**config.mk**
```make
export PLATFORM = sky130hd
export DESIGN_NAME = register_bit_address_generator
export DESIGN_NICKNAME = d
export VERILOG_FILES = /design/src/logic/register_bit_address_generator.v /design/src/logic/bit_addr_calc.v
export VERILOG_INCLUDE_DIRS = /design/src /design/src/pkg
export SDC_FILE = /design/constraint.sdc
export NUM_CORES = 1
export LEC_CHECK = 0
export ABC_AREA = 1
export BUFFER_PORTS_ARGS = -buffer_cell sky130_fd_sc_hd__buf_2
export CAP_MARGIN = 20
export CORE_UTILIZATION = 61
export DETAILED_ROUTE_END_ITERATION = 7
export GPL_ROUTABILITY_DRIVEN = 0
export PLACE_DENSITY = 0.94
export SLEW_MARGIN = 15
export SYNTH_ARGS = -nofsm -noshare
export SYNTH_HDL_FRONTEND = slang
export SYNTH_HIERARCHICAL = 1
export SYNTH_SLANG_ARGS = --single-unit
```
**constraint.sdc**
```tcl
create_clock -name mclk -period 7.4 [get_ports mclk]
set_clock_uncertainty 0.2 [all_clocks]
set_input_delay 0.37 -clock mclk [delete_from_list [all_inputs] [get_ports mclk]]
set_output_delay 0.37 -clock mclk [all_outputs]
set_load 0.01 [all_outputs]
```
**src/pkg/bit_addr_defines.vh**
```
`ifndef BIT_ADDR_DEFINES_VH
`define BIT_ADDR_DEFINES_VH

// Operand forms (mode input encoding)
`define MODE_PRE_INC 2'h0
`define MODE_PRE_DEC 2'h1
`define MODE_POST_ADD_IDX 2'h2
`define MODE_POST_SUB_IDX 2'h3

// Widths
`define PTR_WIDTH 23
`define PTR_LOW_WIDTH 16
`define SRC_WIDTH 40
`define BITPOS_WIDTH 6

// Step sizes of pre-modified pointers
`define STEP_ONE_BIT 23'h00_0001
`define STEP_TWO_BIT 23'h00_0002

// Reset values
`define PTR_RESET 23'h00_0000
`define SRC_RESET 40'h00_0000_0000

// Sequencer states
`define ST_IDLE 2'h0
`define ST_ACCESS 2'h1

`endif

```
**src/logic/register_bit_address_generator.v**
```verilog
`timescale 1ns/1ps
`include "bit_addr_defines.vh"

module register_bit_address_generator #(
    parameter PW = `PTR_WIDTH,
    parameter SW = `SRC_WIDTH
) (
    input wire mclk,
    input wire reset_n,
    input wire start,
    input wire bit_set_instr,
    input wire bit_pair_test_instr,
    input wire [1:0] mode,
    input wire legacy_compat_mode,
    input wire circularEn,
    input wire pointerLoad,
    input wire [PW-1:0] pointerLoadValue,
    input wire [15:0] buffer_start_value,
    input wire [15:0] temp_index_reg,
    input wire [PW-1:0] extended_aux_zero,
    input wire [SW-1:0] accumulator_three,
    output reg [PW-1:0] extended_pointer,
    output reg [PW-1:0] bitAddrOut,
    output reg [SW-1:0] result,
    output reg resultWrite,
    output reg test_flag_one,
    output reg test_flag_two,
    output reg done
);
    // ********************************
    // Address arithmetic
    // ********************************
    wire [PW-1:0] bitAddr;
    wire [PW-1:0] modPointer;
    wire pairOp;
    wire [`BITPOS_WIDTH-1:0] pos;
    wire [`BITPOS_WIDTH-1:0] posHigh;
    wire accepted;
    reg [PW-1:0] next_pointer;
    reg [PW-1:0] next_bitAddrOut;
    reg [SW-1:0] next_result;
    reg next_resultWrite;
    reg next_flagOne;
    reg next_flagTwo;
    reg next_done;

    assign pairOp = bit_pair_test_instr;
    assign accepted = start & (bit_set_instr | bit_pair_test_instr);
    // Only low bits pick a bit within the register
    assign pos = bitAddr[`BITPOS_WIDTH-1:0];
    assign posHigh = pos + 6'h01;

    bit_addr_calc #(
        .PW(PW)
    ) calc (
        .mode(mode),
        .pairOp(pairOp),
        .legacy_compat_mode(legacy_compat_mode),
        .circularEn(circularEn),
        .extended_pointer(extended_pointer),
        .buffer_start_value(buffer_start_value),
        .temp_index_reg(temp_index_reg),
        .extended_aux_zero(extended_aux_zero),
        .bitAddr(bitAddr),
        .modPointer(modPointer)
    );

    // Bit read with out-of-range position reading zero
    function pick;
        input [SW-1:0] src;
        input [`BITPOS_WIDTH-1:0] p;
        begin
            if (p < SW)
                pick = src[p];
            else
                pick = 1'b0;
        end
    endfunction

    // Set one bit; positions past the top leave the register unchanged
    function [SW-1:0] setBit;
        input [SW-1:0] src;
        input [`BITPOS_WIDTH-1:0] p;
        begin
            setBit = src | ({{(SW-1){1'b0}}, 1'b1} << p);
        end
    endfunction

    // ********************************
    // Operation and pointer update
    // ********************************
    // Single-cycle: pointer, plus flags (pair test) or result (bit set), update on the accept edge
    always @*
    begin
        // Strobes default low, levels hold until the next operation (the pointer also changes on a pointer load)
        next_pointer = extended_pointer;
        next_bitAddrOut = bitAddrOut;
        next_result = result;
        next_resultWrite = 1'b0;
        next_flagOne = test_flag_one;
        next_flagTwo = test_flag_two;
        next_done = accepted;
        if (accepted)
        begin
            next_pointer = modPointer;
            next_bitAddrOut = bitAddr;
            if (pairOp)
            begin
                next_flagOne = pick(accumulator_three, pos);
                next_flagTwo = pick(accumulator_three, posHigh);
            end
            else
            begin
                next_result = setBit(accumulator_three, pos);
                next_resultWrite = 1'b1;
            end
        end
        else if (pointerLoad)
        begin
            // Load loses to an operation in the same cycle
            next_pointer = pointerLoadValue;
        end
    end

    // ********************************
    // Output registers
    // ********************************
    // One flop per output, so no output sees the adder paths directly
    always @(posedge mclk or negedge reset_n)
    begin
        if (!reset_n)
        begin
            extended_pointer <= `PTR_RESET;
        end
        else
        begin
            extended_pointer <= next_pointer;
        end
    end

    always @(posedge mclk or negedge reset_n)
    begin
        if (!reset_n)
        begin
            bitAddrOut <= `PTR_RESET;
        end
        else
        begin
            bitAddrOut <= next_bitAddrOut;
        end
    end

    always @(posedge mclk or negedge reset_n)
    begin
        if (!reset_n)
        begin
            result <= `SRC_RESET;
        end
        else
        begin
            result <= next_result;
        end
    end

    always @(posedge mclk or negedge reset_n)
    begin
        if (!reset_n)
        begin
            resultWrite <= 1'b0;
        end
        else
        begin
            resultWrite <= next_resultWrite;
        end
    end

    always @(posedge mclk or negedge reset_n)
    begin
        if (!reset_n)
        begin
            test_flag_one <= 1'b0;
        end
        else
        begin
            test_flag_one <= next_flagOne;
        end
    end

    always @(posedge mclk or negedge reset_n)
    begin
        if (!reset_n)
        begin
            test_flag_two <= 1'b0;
        end
        else
        begin
            test_flag_two <= next_flagTwo;
        end
    end

    always @(posedge mclk or negedge reset_n)
    begin
        if (!reset_n)
        begin
            done <= 1'b0;
        end
        else
        begin
            done <= next_done;
        end
    end
endmodule

```
**src/logic/bit_addr_calc.v**
```verilog
`timescale 1ns/1ps
`include "bit_addr_defines.vh"

// Combinational pointer arithmetic: effective address and updated pointer
module bit_addr_calc #(
    parameter PW = 23
) (
    input wire [1:0] mode,
    input wire pairOp,
    input wire legacy_compat_mode,
    input wire circularEn,
    input wire [PW-1:0] extended_pointer,
    input wire [15:0] buffer_start_value,
    input wire [15:0] temp_index_reg,
    input wire [PW-1:0] extended_aux_zero,
    output reg [PW-1:0] bitAddr,
    output reg [PW-1:0] modPointer
);
    reg [PW-1:0] step;
    reg [PW-1:0] index;
    reg [PW-1:0] base;
    reg [PW-1:0] bsaExt;

    always @*
    begin
        step = pairOp ? `STEP_TWO_BIT : `STEP_ONE_BIT;
        // Index source chosen by compatibility mode
        index = legacy_compat_mode ? extended_aux_zero
                : {{(PW-16){1'b0}}, temp_index_reg};
        // Buffer start sign-extended before it joins the address
        bsaExt = {{(PW-16){buffer_start_value[15]}}, buffer_start_value};
        case (mode)
            `MODE_PRE_INC:
            begin
                modPointer = extended_pointer + step;
                base = modPointer;
            end
            `MODE_PRE_DEC:
            begin
                modPointer = extended_pointer - step;
                base = modPointer;
            end
            `MODE_POST_ADD_IDX:
            begin
                modPointer = extended_pointer + index;
                base = extended_pointer;
            end
            `MODE_POST_SUB_IDX:
            begin
                modPointer = extended_pointer - index;
                base = extended_pointer;
            end
            default:
            begin
                modPointer = extended_pointer;
                base = extended_pointer;
            end
        endcase
        bitAddr = circularEn ? base + bsaExt : base;
    end
endmodule

```
* Yosys cells after proc, flatten, opt, wreduce, memory -nomap -nowiden *
Index checks and enable logic that the tools add are counted.

storage, ports and cells
  ROM bits = 0
  memories = 0
  RAM bits = 0
  output and inout bits = 90
  input port bits = 128
  bits in registers = 90
  latch bits = 0

operators by class
  equality and inequality tests = 3
  shifts and indexed selects = 1
  $add $sub $neg = 6
  divide/modulo/power cells = 0
  bitwise logic cells = 4
  multiplexer cells = 15
  $lt $le $gt $ge = 4
  reduce and logical (&&, ||, !) cells = 5
  multiply operators = 0

operators by type and width
  operator                                                    number
  2-to-1 mux 23 bit                                           4
  one-hot mux 23 bit (4 select lines)                         1
  adder 23 bit                                                3
  one-hot mux 23 bit (3 select lines)                         1
  subtractor 23 bit                                           2
  OR 40 bit                                                   1
  << shifter 1 x 6 -> 40 bit, first input constant            1
  less-than comparator 6 x 7 -> 1 bit, second input constant  2
  binary-select mux 1 bit (select 6 bit)                      2
  less-than comparator 6 bit, second input constant           2
  adder 6 x 1 -> 6 bit, second input constant                 1
  2-to-1 mux 1 bit                                            6
  equality test 2 bit, second input constant                  2
  AND reduction 2 bit                                         2
  equality test 2 x 1 -> 1 bit, second input constant         1
  zero test 2 bit                                             1
  2-to-1 mux 2 bit                                            1
  nonzero test 2 bit                                          1
  OR reduction 2 bit                                          1
  bitwise AND 1 bit                                           1
  inverter 1 bit                                              1
  OR 1 bit                                                    1

* Logic depth before layout (Yosys ltp) *
  word-level depth = 9
  mapped depth = 27
  depth with buffers taken out = 27

* Hierarchy *
Netlist, hierarchy kept.

by module, submodules not included
  module                          times used  cells an instance  sequential area each (µm²)  area an instance (µm²)
  bit_addr_calc                   1           1116               0.0                         5654.2
  register_bit_address_generator  1           652                2252.2                      4892.2

* Worst setup path after synthesis *
No wires, ideal clock.

  path type = register -> register
  start point = register extended_pointer[0]
  end point = register test_flag_two
  required time = 7.080 ns
  setup time = 0.120 ns
  clock period less this slack = 4.005 ns
  path buffers = 1
  data arrival time = 3.686 ns
  slack = 3.395 ns
  cell stages (with the launch flop) = 19
  cell sequence = dfrtp_1 inv_1 ha_1 fa_1 o21ai_0 inv_1 o21ai_0 fa_1 xnor2_1 o21ai_0 buf_2 inv_2 ha_1 inv_1 nand3_1 nand3_1 nand3_1 nand3_2 a21oi_2

between the ends
  cells in the longest elaborated chain, start to end = 8
  elaborated cells between the ends (all ways) = 10

ends and longest elaborated chain
  what                                               line                                    text
  start, declared                                    register_bit_address_generator.v:22     output reg [PW-1:0] extended_pointer,
  start signal, assigned                             register_bit_address_generator.v:133    extended_pointer <= `PTR_RESET;
  start signal, assigned                             register_bit_address_generator.v:137    extended_pointer <= next_pointer;
  subtractor 23 bit or adder 23 bit (tied branches)  bit_addr_calc.v:40, bit_addr_calc.v:35
  one-hot mux 23 bit (3 select lines) *              bit_addr_calc.v:32                      case (mode)
  adder 23 bit                                       bit_addr_calc.v:59                      bitAddr = circularEn ? base + bsaExt : base;
  2-to-1 mux 23 bit *                                bit_addr_calc.v:59
  net bitAddr[2]                                     register_bit_address_generator.v:33     wire [PW-1:0] bitAddr;
  adder 6 x 1 -> 6 bit *                             register_bit_address_generator.v:51     assign posHigh = pos + 6'h01;
  binary-select mux 1 bit (select 6 bit)             register_bit_address_generator.v:74     pick = src[p];
  2-to-1 mux 1 bit (implied by the code)             register_bit_address_generator.v:74
  2-to-1 mux 1 bit *                                 register_bit_address_generator.v:73     if (p < SW)
  end signal, assigned                               register_bit_address_generator.v:197    test_flag_two <= next_flagTwo;
  end, declared                                      register_bit_address_generator.v:27     output reg test_flag_two,

Mark *: on every way through the listed nets, which the timed path passes. The rest lies on a longest branch. The select of a mux whose other input is x is not followed.
A chain may end at the register's enable or synchronous reset.

* Worst setup path in the final report *
  start point = input mode[1]
  end point = register test_flag_two

between the ends
  cells in the longest elaborated chain, start to end = 9
  elaborated cells between the ends (all ways) = 13

ends and longest elaborated chain
  what                                    line                                 text
  start, declared                         register_bit_address_generator.v:13  input wire [1:0] mode,
  equality test 2 bit                     bit_addr_calc.v:32
  OR reduction 2 bit (no source line)     -
  one-hot mux 23 bit (3 select lines) *   bit_addr_calc.v:32
  adder 23 bit                            bit_addr_calc.v:59
  2-to-1 mux 23 bit *                     bit_addr_calc.v:59
  net bitAddr[1]                          register_bit_address_generator.v:33
  adder 6 x 1 -> 6 bit *                  register_bit_address_generator.v:51
  binary-select mux 1 bit (select 6 bit)  register_bit_address_generator.v:74
  2-to-1 mux 1 bit (implied by the code)  register_bit_address_generator.v:74
  2-to-1 mux 1 bit *                      register_bit_address_generator.v:73

Marks and branches as above.

==> results_dict.tcl <==
set metrics [dict create \
    syn_area_per_cell_sq_um 5.97 \
    area_delta_synth_final_pct 13.5 \
    min_period_ns 5.25 \
    cts_root_buf "clkbuf_16" \
    end_kind "flip-flop" \
    hold_start "pointerLoadValue[14]" \
    start_util_pct 62.9 \
    synth_edf_count 0 \
    clk_pin_slew_ns 0.08 \
    fin_nets 2132 \
    hold_path_class "input port to flip-flop" \
    worst_slew_pin_slew_ns 1.07 \
    drive_gt1_share_pct 15.3 \
    syn_area_sq_um 10500 \
    via_count 13200 \
    synth_most_common_cell "nand2_1" \
    drtPass1Iterations 8 \
    start_kind "input port" \
    internal-power_uw 1400 \
    dieHeight_um 133 \
    grt.total_usage_pct 39.3 \
    num_rows 47 \
    p_per_area_nw_per_um2 243 \
    ys_seq_area_share_pct 21.4 \
    dp_slack_ns 2.09 \
    grt_overflow_total 0 \
    ios 218 \
    grt_pass1_wl_mm 56.3 \
    setup_tns_ns 0 \
    cp.arrival_ns 5.31 \
    die-area_sq_um 17800 \
    max_stage_delay_ns 0.83 \
    p_clk_share_pct 16.5 \
    stdcell_count 2168 \
    crit_path_top_delay_cell "nor2_1" \
    postCtsSetupRepairBufs 0 \
    cts_buffer_depth 2 \
    insertion_delay_ns 0.37 \
    status "finished with violations" \
    cts_buffers 9 \
    grt_max_degree 69 \
    ys.flop_type "dfrtp_1" \
    synth_warnings 6 \
    startpoint "mode[1]" \
    ys_ff_latch 90 \
    core_area_sq_um 16800 \
    seqPwrFrac_pct 25.1 \
    reg2reg_from "extended_pointer[0]$_DFFE_PN0P_" \
    ir_drop_v 0.000149 \
    io_buffers 217 \
    synthArstFlopShare_pct 100 \
    comb_power_share_pct 58.4 \
    synthCells 1768 \
    cts_sinks 90 \
    wire_per_inst_um 16.2 \
    htree_levels 3 \
    netlist_top_cells_area "dfrtp_1 (21%), nand2_1 (19%), nand3_1 (7.6%)" \
    synth_top_area_share_pct 21.4 \
    yosys.area.top_type "dfrtp_1" \
    r2r_setup_slack_ns 2.36 \
    syn_nets 1958 \
    hpwl_mm 26.9 \
    fmax_mhz 191 \
    slew_headroom_pct 28.4 \
    period_share_pct 70.9 \
    hold_violations 0 \
    synth_common_cells "nand2_1 (523), inv_1 (197), nor2_1 (164)" \
    routed_via_density 6.10 \
    p_sw_share_pct 51.7 \
    dp.cells 2149 \
    worstSetupPathType "input port to flip-flop" \
    drv_cap 0 \
    grt_pass1_vias 12100 \
    routed_wl_mm 35.1 \
    cts_hold_buf 1 \
    violations "design-rule violations" \
    post_cts_resized 0 \
    drt_iter0_markers 1770 \
    fin_ws_ns 2.15 \
    path_cells "buf_2, nor2_1, inv_1, o21ai_0, inv_1, o21ai_0, fa_1, nand2_1, nand2_1, buf_4, inv_1, ha_1, clkinv_1, a21oi_1, o21ai_0, nand3_1, nand2_1, nand3_1, nand2_1, inv_1, a21oi_2" \
    rsz0062_at_grt "false" \
    crit_path_max_fanout 28 \
    power.net_switching_uw 1500 \
    finalSetupViolCount 0 \
    antenna_left 0 \
    synthDistinctLibCells 51 \
    leakagePower_uw 0.00641 \
    antenna_found_initial 0 \
    crit_required_ns 7.46 \
    cts_tree "yes" \
    fp.dieW_um 133 \
    maxSlewViolCount 0 \
    drc_errors 1 \
]
==> flip-flops by register name (all words and copies together) (netlist names) <==
signal and count:
done 1, result 40, test_flag_one 1, extended_pointer 23, bitAddrOut 23, resultWrite 1
test_flag_two 1
==> per-stage QoR <==
stage / cell area, sq um / power [uW] / hold slack (ns) / utilization, %
4_1_cts: 12000 / 2840 / 0.0666 / 71.3
3_5_place_dp: 11700 / 2360 / 0.204 / 69.6
5_1_grt: 12000 / 3100 / 0.0818 / 71.4
3_3_place_gp: 11600 / 2310 / 0.197 / 69.4
6_report: 12000 / 2900 / 0.0591 / 71.4
2_1_floorplan: 10500 / 1880 / -0.126 / -
==> worst max-delay path, delay by kind of cell <==
family / cells / cell delay, ns
AOI/OAI and AO/OA: 5 / 0.93
buffers and inverters: 7 / 1.79
and+or+nand+nor: 7 / 1.25
adders and majority gates: 2 / 0.95
==> power by group through the flow <==
stage | sequential (uW) | combinational, uW | clock, uW
global placement | 725 | 1590 | 0
global route | 739 | 1870 | 494
floorplan | 735 | 1150 | 0
finish | 729 | 1700 | 479
detailed placement | 730 | 1630 | 0
CTS | 721 | 1640 | 475
==> logic make-up (layout without fill, tap and decap cells) <==
| family | after synthesis | after routing | share of synthesized area (%) |
|---|---|---|---|
| simple gates | 944 | 944 | 38.4 |
| flops | 90 | 90 | 21.4 |
| compound gates | 361 | 361 | 18.8 |
| fa+ha+maj | 62 | 62 | 7.64 |
| buf+inv | 277 | 456 | 10.9 |
| other cells | 0 | 1 | 0 |
| xor+xnor | 34 | 34 | 2.89 |
==> area by class of cell <==
class | count | area [sq um]
Clock inverter | 7 | 60.1
Clock buffer | 9 | 225
Fill cell | 1424 | 4790
Timing Repair Buffer | 227 | 1190
Antenna cell | 1 | 2.50
Multi-Input combinational cell | 1401 | 7160
Inverter | 213 | 802
Tap cell | 220 | 275
Sequential cell | 90 | 2250
==> final timing paths <==
| path | to | depth (start not counted) |
|---|---|---|
| max | test_flag_two$_DFFE_PN0P_ | 21 |
| min | extended_pointer[14]$_DFFE_PN0P_ | 3 |
| max reg2reg | test_flag_two$_DFFE_PN0P_ | 21 |
| min reg2reg | bitAddrOut[6]$_DFFE_PN0P_ | 2 |
| max in group asynchronous | result[29]$_DFFE_PN0P_ | 3 |
| min in group asynchronous | result[3]$_DFFE_PN0P_ | 2 |
==> per-layer routing <==
metal | global-route usage [%] | up-vias | wire length (um)
met3 | 7.57 | 225 | 4270
met1 | 47.9 | 5822 | 13000
li1 | - | 6165 | -
met2 | 62.7 | 1018 | 15500
met4 | 27.5 | 0 | 2330
met5 | 0 | - | 0
==> placed cells by master (no fill, tap or decap), drive strengths merged, types with 27 or more instances in the layout <==
master and instances:
nand4 27, ha 58, dfrtp 90, nor3 29, nor2 176, nand2 530, o21ai 171, inv 216
a21oi 112, buf 226, nand3 164
No activity file was read; power rests on OpenSTA's default activity.
